--- src/verilog/watchdog_event_line_params.svh ---
// Constants for the dual point and secure watchdog
`ifndef WATCHDOG_EVENT_LINE_PARAMS_SVH
`define WATCHDOG_EVENT_LINE_PARAMS_SVH
`define CNT_W 16
`define GEN_PERIOD_RST 16'hFFFF
`define GEN_POINT1_RST 16'h8000
`define GEN_POINT2_RST 16'hC000
`define SEC_PERIOD_RST 16'hFFFF
`define SEC_GRACE_RST 16'h1000
`endif

--- src/verilog/watchdog_event_line_pkg.sv ---
// Types for the dual point and secure watchdog
package watchdog_event_line_pkg;
  typedef enum logic [1:0] {
    SEC_OFF = 2'b00,
    SEC_RUN = 2'b01,
    SEC_IRQ = 2'b10,
    SEC_VIOL = 2'b11
  } sec_state_t;
endpackage : watchdog_event_line_pkg
--- src/verilog/dual_point_and_secure_watchdog.sv ---
// Top of the dual point and secure watchdog
// How it works
// - The general watchdog checks two comparison points, each independently, in every period.
// - Each point has its own enable that lets it raise an interrupt to the core.
// - Reaching the second point pulses the external watchdog event line.
// - Once activated the secure watchdog times out if not serviced within its period.
// - The first time-out raises the secure world interrupt.
// - Staying unserviced after that raises the security violation to the security check unit.
// - Non-secure writes to settings or activation are ignored.
`timescale 1ns/1ns
`default_nettype none
`include "watchdog_event_line_params.svh"
module dual_point_and_secure_watchdog
  import watchdog_event_line_pkg::*;
#(
  parameter int W = `CNT_W
) (
  // Clock and reset
  input wire logic clk_i,
  input wire logic rst_i,
  // General watchdog control
  input wire logic gen_enable_i,
  input wire logic gen_service_i,
  input wire logic [W-1:0] gen_period_i,
  input wire logic [W-1:0] gen_point1_i,
  input wire logic [W-1:0] gen_point2_i,
  input wire logic gen_irq1_en_i,
  input wire logic gen_irq2_en_i,
  // General watchdog events
  output logic gen_irq1_o,
  output logic gen_irq2_o,
  output logic watchdog_event_line_o,
  // Secure watchdog access
  input wire logic sec_wr_i,
  input wire logic sec_wr_secure_i,
  input wire logic sec_wr_enable_i,
  input wire logic [W-1:0] sec_wr_period_i,
  input wire logic [W-1:0] sec_wr_grace_i,
  input wire logic sec_service_i,
  input wire logic sec_service_secure_i,
  // Secure watchdog outputs
  output logic secure_world_irq_o,
  output logic security_violation_o,
  output logic secure_watchdog_active_o
);
  // Refuse widths the counters cannot serve
  if (W < 2 || W > 32) begin : g_width_bad
    $error("watchdog width out of range");
  end

  gen_watchdog_event_line #(.W(W)) u_gen (
    .clk_i(clk_i),
    .rst_i(rst_i),
    .enable_i(gen_enable_i),
    .service_i(gen_service_i),
    .period_i(gen_period_i),
    .point1_i(gen_point1_i),
    .point2_i(gen_point2_i),
    .irq1_en_i(gen_irq1_en_i),
    .irq2_en_i(gen_irq2_en_i),
    .irq1_o(gen_irq1_o),
    .irq2_o(gen_irq2_o),
    .event_o(watchdog_event_line_o)
  );

  typedef struct packed {
    sec_state_t state;
    logic [W-1:0] period;
    logic [W-1:0] grace;
    logic [W-1:0] cnt;
  } sec_st_t;

  sec_st_t st_reg;
  sec_st_t st_next;

  logic cfg_ok;
  logic svc_ok;

  // Only secure accesses count
  // non-secure writes ignored
  assign cfg_ok = sec_wr_i && sec_wr_secure_i;
  assign svc_ok = sec_service_i && sec_service_secure_i;

  // Next count value, shared by both escalation stages
  function automatic logic [W-1:0] count_up(input logic [W-1:0] c);
    count_up = c + 1'b1;
  endfunction : count_up

  // Secure watchdog state machine
  // Escalation runs the period, then the grace; only reset leaves the violation
  // stage, so a starved secure side cannot be silenced from the normal side
  always_comb begin
    st_next = st_reg;
    if (cfg_ok) begin
      st_next.period = sec_wr_period_i;
      st_next.grace = sec_wr_grace_i;
    end
    unique case (st_reg.state)
      SEC_OFF: begin
        st_next.cnt = '0;
        if (cfg_ok && sec_wr_enable_i) st_next.state = SEC_RUN;
      end
      SEC_RUN: begin
        if (svc_ok) st_next.cnt = '0;
        else if (st_reg.cnt >= st_reg.period) begin
          st_next.state = SEC_IRQ;
          st_next.cnt = '0;
        end else st_next.cnt = count_up(st_reg.cnt);
      end
      SEC_IRQ: begin
        if (svc_ok) begin
          st_next.state = SEC_RUN;
          st_next.cnt = '0;
        end else if (st_reg.cnt >= st_reg.grace) begin
          st_next.state = SEC_VIOL;
        end else st_next.cnt = count_up(st_reg.cnt);
      end
      SEC_VIOL: begin
        st_next.cnt = st_reg.cnt;
      end
    endcase
    // Secure deactivation, never after violation
    if (cfg_ok && !sec_wr_enable_i && st_reg.state != SEC_VIOL) begin
      st_next.state = SEC_OFF;
      st_next.cnt = '0;
    end
  end

  // State register
  always_ff @(posedge clk_i or posedge rst_i) begin
    if (rst_i) begin
      st_reg.state <= SEC_OFF;
      st_reg.period <= W'(`SEC_PERIOD_RST);
      st_reg.grace <= W'(`SEC_GRACE_RST);
      st_reg.cnt <= '0;
    end else begin
      st_reg <= st_next;
    end
  end

  // Secure outputs, levels straight from the state register
  // The interrupt stays up through the violation stage so the core keeps being pulled in
  assign secure_world_irq_o = (st_reg.state == SEC_IRQ) || (st_reg.state == SEC_VIOL);
  assign security_violation_o = (st_reg.state == SEC_VIOL);
  assign secure_watchdog_active_o = (st_reg.state != SEC_OFF);

  chk_nonsecure_ignored: assert property (@(posedge clk_i) disable iff (rst_i)
    (sec_wr_i && !sec_wr_secure_i && !svc_ok && st_reg.state == SEC_OFF) |=> st_reg.state == SEC_OFF)
    else $error("non-secure write took effect");

  chk_settings_hold: assert property (@(posedge clk_i) disable iff (rst_i)
    !cfg_ok |=> $stable(st_reg.period) && $stable(st_reg.grace)) else $error("settings changed");

  chk_secure_deact: assert property (@(posedge clk_i) disable iff (rst_i)
    (cfg_ok && !sec_wr_enable_i && st_reg.state != SEC_VIOL) |=> !secure_watchdog_active_o && !secure_world_irq_o)
    else $error("secure deactivation ignored");

  chk_activate: assert property (@(posedge clk_i) disable iff (rst_i)
    (st_reg.state == SEC_OFF && cfg_ok && sec_wr_enable_i) |=> secure_watchdog_active_o && st_reg.cnt == '0)
    else $error("activation did not start");

  chk_timeout_irq: assert property (@(posedge clk_i) disable iff (rst_i)
    (st_reg.state == SEC_RUN && !svc_ok && !cfg_ok && st_reg.cnt >= st_reg.period) |=> secure_world_irq_o)
    else $error("secure irq missed");

  chk_irq_hold: assert property (@(posedge clk_i) disable iff (rst_i)
    (secure_world_irq_o && !svc_ok && !cfg_ok) |=> secure_world_irq_o)
    else $error("secure irq dropped");

  chk_violation: assert property (@(posedge clk_i) disable iff (rst_i)
    (st_reg.state == SEC_IRQ && !svc_ok && !cfg_ok && st_reg.cnt >= st_reg.grace) |=> security_violation_o)
    else $error("violation missed");

  chk_viol_cause: assert property (@(posedge clk_i) disable iff (rst_i)
    $rose(security_violation_o) |-> $past(st_reg.state) == SEC_IRQ) else $error("violation without irq");

  chk_viol_sticky: assert property (@(posedge clk_i) disable iff (rst_i)
    security_violation_o |=> security_violation_o)
    else $error("violation dropped");

  chk_deact_refused: assert property (@(posedge clk_i) disable iff (rst_i)
    (st_reg.state == SEC_VIOL && cfg_ok && !sec_wr_enable_i) |=> secure_watchdog_active_o)
    else $error("deactivated after violation");

  chk_service_clear: assert property (@(posedge clk_i) disable iff (rst_i)
    (st_reg.state == SEC_IRQ && svc_ok && !cfg_ok) |=> !secure_world_irq_o && st_reg.cnt == '0)
    else $error("service did not clear");

  chk_nonsecure_svc: assert property (@(posedge clk_i) disable iff (rst_i)
    (st_reg.state == SEC_IRQ && sec_service_i && !sec_service_secure_i && !cfg_ok) |=> secure_world_irq_o)
    else $error("non-secure service cleared irq");

  chk_service_reload: assert property (@(posedge clk_i) disable iff (rst_i)
    (st_reg.state == SEC_RUN && svc_ok && !cfg_ok) |=> st_reg.cnt == '0 && st_reg.state == SEC_RUN)
    else $error("service did not reload");

  // Main scenarios worth seeing
  cov_sec_irq: cover property (@(posedge clk_i) disable iff (rst_i) $rose(secure_world_irq_o));
  cov_sec_viol: cover property (@(posedge clk_i) disable iff (rst_i) $rose(security_violation_o));
  cov_sec_rescue: cover property (@(posedge clk_i) disable iff (rst_i) st_reg.state == SEC_IRQ && svc_ok);
  cov_sec_deact: cover property (@(posedge clk_i) disable iff (rst_i) $fell(secure_watchdog_active_o));
endmodule : dual_point_and_secure_watchdog
`default_nettype wire

--- src/verilog/gen_watchdog_event_line.sv ---
// General watchdog counter with two comparison points
`timescale 1ns/1ns
`default_nettype none
`include "watchdog_event_line_params.svh"
module gen_watchdog_event_line #(
  parameter int W = `CNT_W
) (
  // Clock and reset
  input wire logic clk_i,
  input wire logic rst_i,
  // Control
  input wire logic enable_i,
  input wire logic service_i,
  input wire logic [W-1:0] period_i,
  input wire logic [W-1:0] point1_i,
  input wire logic [W-1:0] point2_i,
  input wire logic irq1_en_i,
  input wire logic irq2_en_i,
  // Events
  output logic irq1_o,
  output logic irq2_o,
  output logic event_o
);
  // Refuse widths the counter cannot serve
  if (W < 2 || W > 32) begin : g_width_bad
    $error("gen_watchdog_event_line width out of range");
  end

  typedef struct packed {
    logic [W-1:0] cnt;
    logic irq1;
    logic irq2;
    logic evt;
  } gen_st_t;

  gen_st_t st_reg;
  gen_st_t st_next;

  // Counting and both point checks
  always_comb begin
    st_next = st_reg;
    st_next.irq1 = 1'b0;
    st_next.irq2 = 1'b0;
    st_next.evt = 1'b0;
    if (!enable_i || service_i) begin
      st_next.cnt = '0;
    end else begin
      if (st_reg.cnt >= period_i) st_next.cnt = '0;
      else st_next.cnt = st_reg.cnt + 1'b1;
      if (st_reg.cnt == point1_i && irq1_en_i) st_next.irq1 = 1'b1;
      if (st_reg.cnt == point2_i && irq2_en_i) st_next.irq2 = 1'b1;
      if (st_reg.cnt == point2_i) st_next.evt = 1'b1;
    end
  end

  // State register
  always_ff @(posedge clk_i or posedge rst_i) begin
    if (rst_i) st_reg <= '0;
    else st_reg <= st_next;
  end

  assign irq1_o = st_reg.irq1;
  assign irq2_o = st_reg.irq2;
  assign event_o = st_reg.evt;

  chk_point2_event: assert property (@(posedge clk_i) disable iff (rst_i)
    (enable_i && !service_i && st_reg.cnt == point2_i) |=> event_o) else $error("point2 event missed");
  chk_point1_irq: assert property (@(posedge clk_i) disable iff (rst_i)
    irq1_o |-> $past(irq1_en_i) && $past(st_reg.cnt) == $past(point1_i)) else $error("point1 irq spurious");
  cov_point2: cover property (@(posedge clk_i) disable iff (rst_i) event_o);
endmodule : gen_watchdog_event_line
`default_nettype wire

--- config.mk ---
export PLATFORM = sky130hd
export DESIGN_NAME = dual_point_and_secure_watchdog
export DESIGN_NICKNAME = d
export VERILOG_FILES = /design/src/verilog/watchdog_event_line_pkg.sv /design/src/verilog/dual_point_and_secure_watchdog.sv /design/src/verilog/gen_watchdog_event_line.sv
export VERILOG_INCLUDE_DIRS = /design/src /design/src/verilog
export SDC_FILE = /design/constraint.sdc
export NUM_CORES = 1
export LEC_CHECK = 0
export BUFFER_PORTS_ARGS = -buffer_cell sky130_fd_sc_hd__clkbuf_2
export CAP_MARGIN = 20
export CORE_MARGIN = 2
export CORE_UTILIZATION = 60
export CTS_BUF_LIST = sky130_fd_sc_hd__clkbuf_16
export CTS_CLUSTER_DIAMETER = 120
export DETAILED_ROUTE_END_ITERATION = 12
export GPL_ROUTABILITY_DRIVEN = 1
export PLACE_DENSITY = 0.84
export SYNTH_ARGS = -nofsm -noshare
export SYNTH_HDL_FRONTEND = slang
export SYNTH_HIERARCHICAL = 1
export SYNTH_SLANG_ARGS = --single-unit
--- constraint.sdc ---
create_clock -name clk_i -period 5.9 [get_ports clk_i]
set_input_delay 0.59 -clock clk_i [delete_from_list [all_inputs] [get_ports clk_i]]
set_output_delay 0.59 -clock clk_i [all_outputs]
set_load 0.05 [all_outputs]
==> qor.txt <==
routed length on met2: 5.93 mm
unrepaired setup endpoints after global routing: false
Slew @ Worst Pin: 0.887 ns
final wirelength: 11.9 mm
clk sinks: 69
initial antenna violation count: 0
setup slack, reg-to-reg: 2.55 ns
Resized cells post-CTS: 0
Area growth, synth to finish: 17.0%
nets: 727
met1 wire length: 5.02 mm
Synth Cell Area: 5020 um^2
Remaining DRCs: 0
Synth Area in Compound Gates: 13.5%
#FFs+latches synth: 69
Crit Path Max Fanout: 16
Longest Clk Path Bufs: 2
Avg WL per Cell: 17.2 um
drt first pass iters: 5
final RePlAce weighted congestion: 0.910
PortBufs: 96
GRT Total Usage: 27.3%
Final HPWL DP: 9.00 mm
H-tree levels: 3
vias in the first global route: 4102
crit share post-route: 56.7%
worst setup path class: reg2reg
fin util: 71.8%
first-pass GRT wire length: 19.1 mm
sequential fraction of the synthesis area: 34.8%
root buf cell: clkbuf_16
Post-CTS Setup Inserts: 0
Max rail drop VDD: 0.223 mV
CTS tree: yes
GR Overflow Total: 0
Pleak: 2.92 nW
fraction of layout cells with a size suffix above 1: 32.9%
met3 routed wirelength: 772 um
Top Layer Used: met4
Synth Area in Simple Gates: 16.4%
cts hold-fix bufs: 0
main combinational cell family by area after synthesis: simple AND/OR/NAND/NOR gates
Synth Area in XOR/XNOR: 7.51%
Starting Density: 61.4%
CTS buffer count: 9
Antenna diodes: 0
Die H: 95.4 um
Pwr Total: 1.60 mW
Die W: 95.4 um
Synth Instances: 492
max frequency: 299 MHz
outcome: complete, no violations
mux contribution to synthesized area: 7.41%
Largest register FFs: 50
Clock Skews: 0.00401 ns
Pwr Density: 273 nW/um^2
endpoints failing setup: 0
initial DRC count: 286
Synth cell types: 66
die area: 9110 um^2
Synth Flop Type: dfrtp_1
cells on worst reg2reg path: 7
min-delay worst type: in2async
total I/O pin count: 97
Synth Area in Adders: 13.5%
Post-synth ARST share: 100%
clk_lat worst skew: 0.33 ns
r2r endpoint: st_reg[0]
Cell Rows: 33
maxcap violations: 0
Max Slew Vio Count: 0
CTS clk-pin slew, worst paths: 0.06 ns
pin count of the biggest net entering global routing: 51
count of final hold-check violations: 0
detail-routed via count per cell: 6.04
CP Data Arrival Time: 3.61 ns
Core Footprint: 8180 um^2
Slew headroom: 40.3%
Avg Cell Area, Syn: 10.2 um^2
Post-synth EDFFs: 0
Syn Nets: 637
Critical R2R Launch: st_reg[5]
WP data required: 6.16 ns
minimum clock period: 3.35 ns
Worst Setup End Kind: flip-flop
Final ANT Viol Nets: 0
setup TNS: 0 ns
Synth Warn #: 6
startpoint types: flip-flop
via count: 4180
-- where the power goes --
| group | internal [mW] | switching, mW | total (mW) | leakage [nW] |
|---|---|---|---|---|
| clock network | 0.410 | 0.205 | 0.615 | 0.159 |
| registers | 0.530 | 0.0303 | 0.560 | 0.867 |
| logic | 0.179 | 0.250 | 0.429 | 1.89 |
| total | 1.12 | 0.485 | 1.60 | 2.92 |
-- kinds of logic (layout without fill, tap and decap cells) --
family / Yosys count / count (layout)
simple gates: 136 / 136
fa+ha+maj: 54 / 54
flops: 69 / 69
xor+xnor: 43 / 43
compound gates: 79 / 79
mux: 33 / 33
buf+inv: 78 / 173
-- cell usage after synthesis (5+ instances only) --
master	count	area share, %
mux2_2	33	7.4
a21o_1	6	0.90
nor3_2	10	2.0
a22o_1	10	1.7
xor2_1	27	4.7
a21oi_1	8	0.80
nand4_1	11	1.4
inv_1	59	4.4
nand3_1	16	1.6
dfstp_2	17	8.9
nor3_1	18	1.8
nor4_1	9	1.1
and3_1	7	0.87
ha_1	54	13
nor2_1	13	0.97
nand2_1	22	1.6
o31ai_1	11	1.6
buf_2	10	1.0
xnor2_1	16	2.8
o21ai_0	6	0.60
dfrtp_1	52	26
a211oi_1	5	0.75
-- how the worst max path moves through the flow --
stage / cells after the start / end / from
3_5_place_dp: 7 / st_reg[0] / st_reg[7]
2_1_floorplan: 9 / st_reg[6] / st_reg[47]
5_1_grt: 7 / st_reg[0] / st_reg[5]
4_1_cts: 7 / st_reg[0] / st_reg[7]
6_report: 7 / st_reg[0] / st_reg[5]
3_3_place_gp: 7 / st_reg[0] / st_reg[7]
-- routing by layer --
metal	vias up	track usage, %
met4	0	10.2
met3	21	4.82
met1	2038	37.4
met2	167	43.6
met5	-	0
li1	1954	-
-- stage by stage --
stage,cell area [um^2],cells,worst slack [ns],hold WS (ns)
after floorplan,5020,492,3.41,0.479
after global placement,5510,675,2.76,0.490
after detailed placement,5510,675,2.65,0.494
after CTS,5850,691,2.62,0.426
after global routing,5870,692,2.45,0.171
final,5870,692,2.55,0.152
-- critical path, cell delays in order (launching register included) --
cell and delay (ns):
dfrtp_1 0.47, ha_1 0.34, and3_1 0.21, a221oi_1 0.39, o22ai_1 0.20, o41ai_4 0.65, nor3b_4 0.74, mux2_2 0.28
-- placed cells by master, fill, tap and decap left out, types with 3 or more instances in the layout --
cell	n
a211oi_1	5
a21o_1	6
a21oi_1	8
a221o_1	3
a22o_1	10
and3_1	7
and4_1	3
bufinv_16	3
clkbuf_16	9
clkbuf_2	96
dfrtp_1	52
dfstp_2	17
ha_1	54
inv_1	58
mux2_2	33
nand2_1	22
nand2b_1	3
nand3_1	16
nand4_1	11
nor2_1	13
nor2b_1	3
nor3_1	18
nor3_2	10
nor4_1	9
o211ai_1	3
o21a_1	4
o21ai_0	6
o31ai_1	11
o32ai_1	3
or4_1	3
xnor2_1	16
xor2_1	27
-- final cells by class --
class | instances | area, um^2
multi-input combinational | 345 | 2920
fill | 602 | 2300
sequential | 69 | 1750
inverter | 59 | 221
clock inverter | 7 | 114
tap | 105 | 131
clock buffer | 9 | 225
timing repair buffer | 98 | 508
No activity file was read; power rests on OpenSTA's default activity.
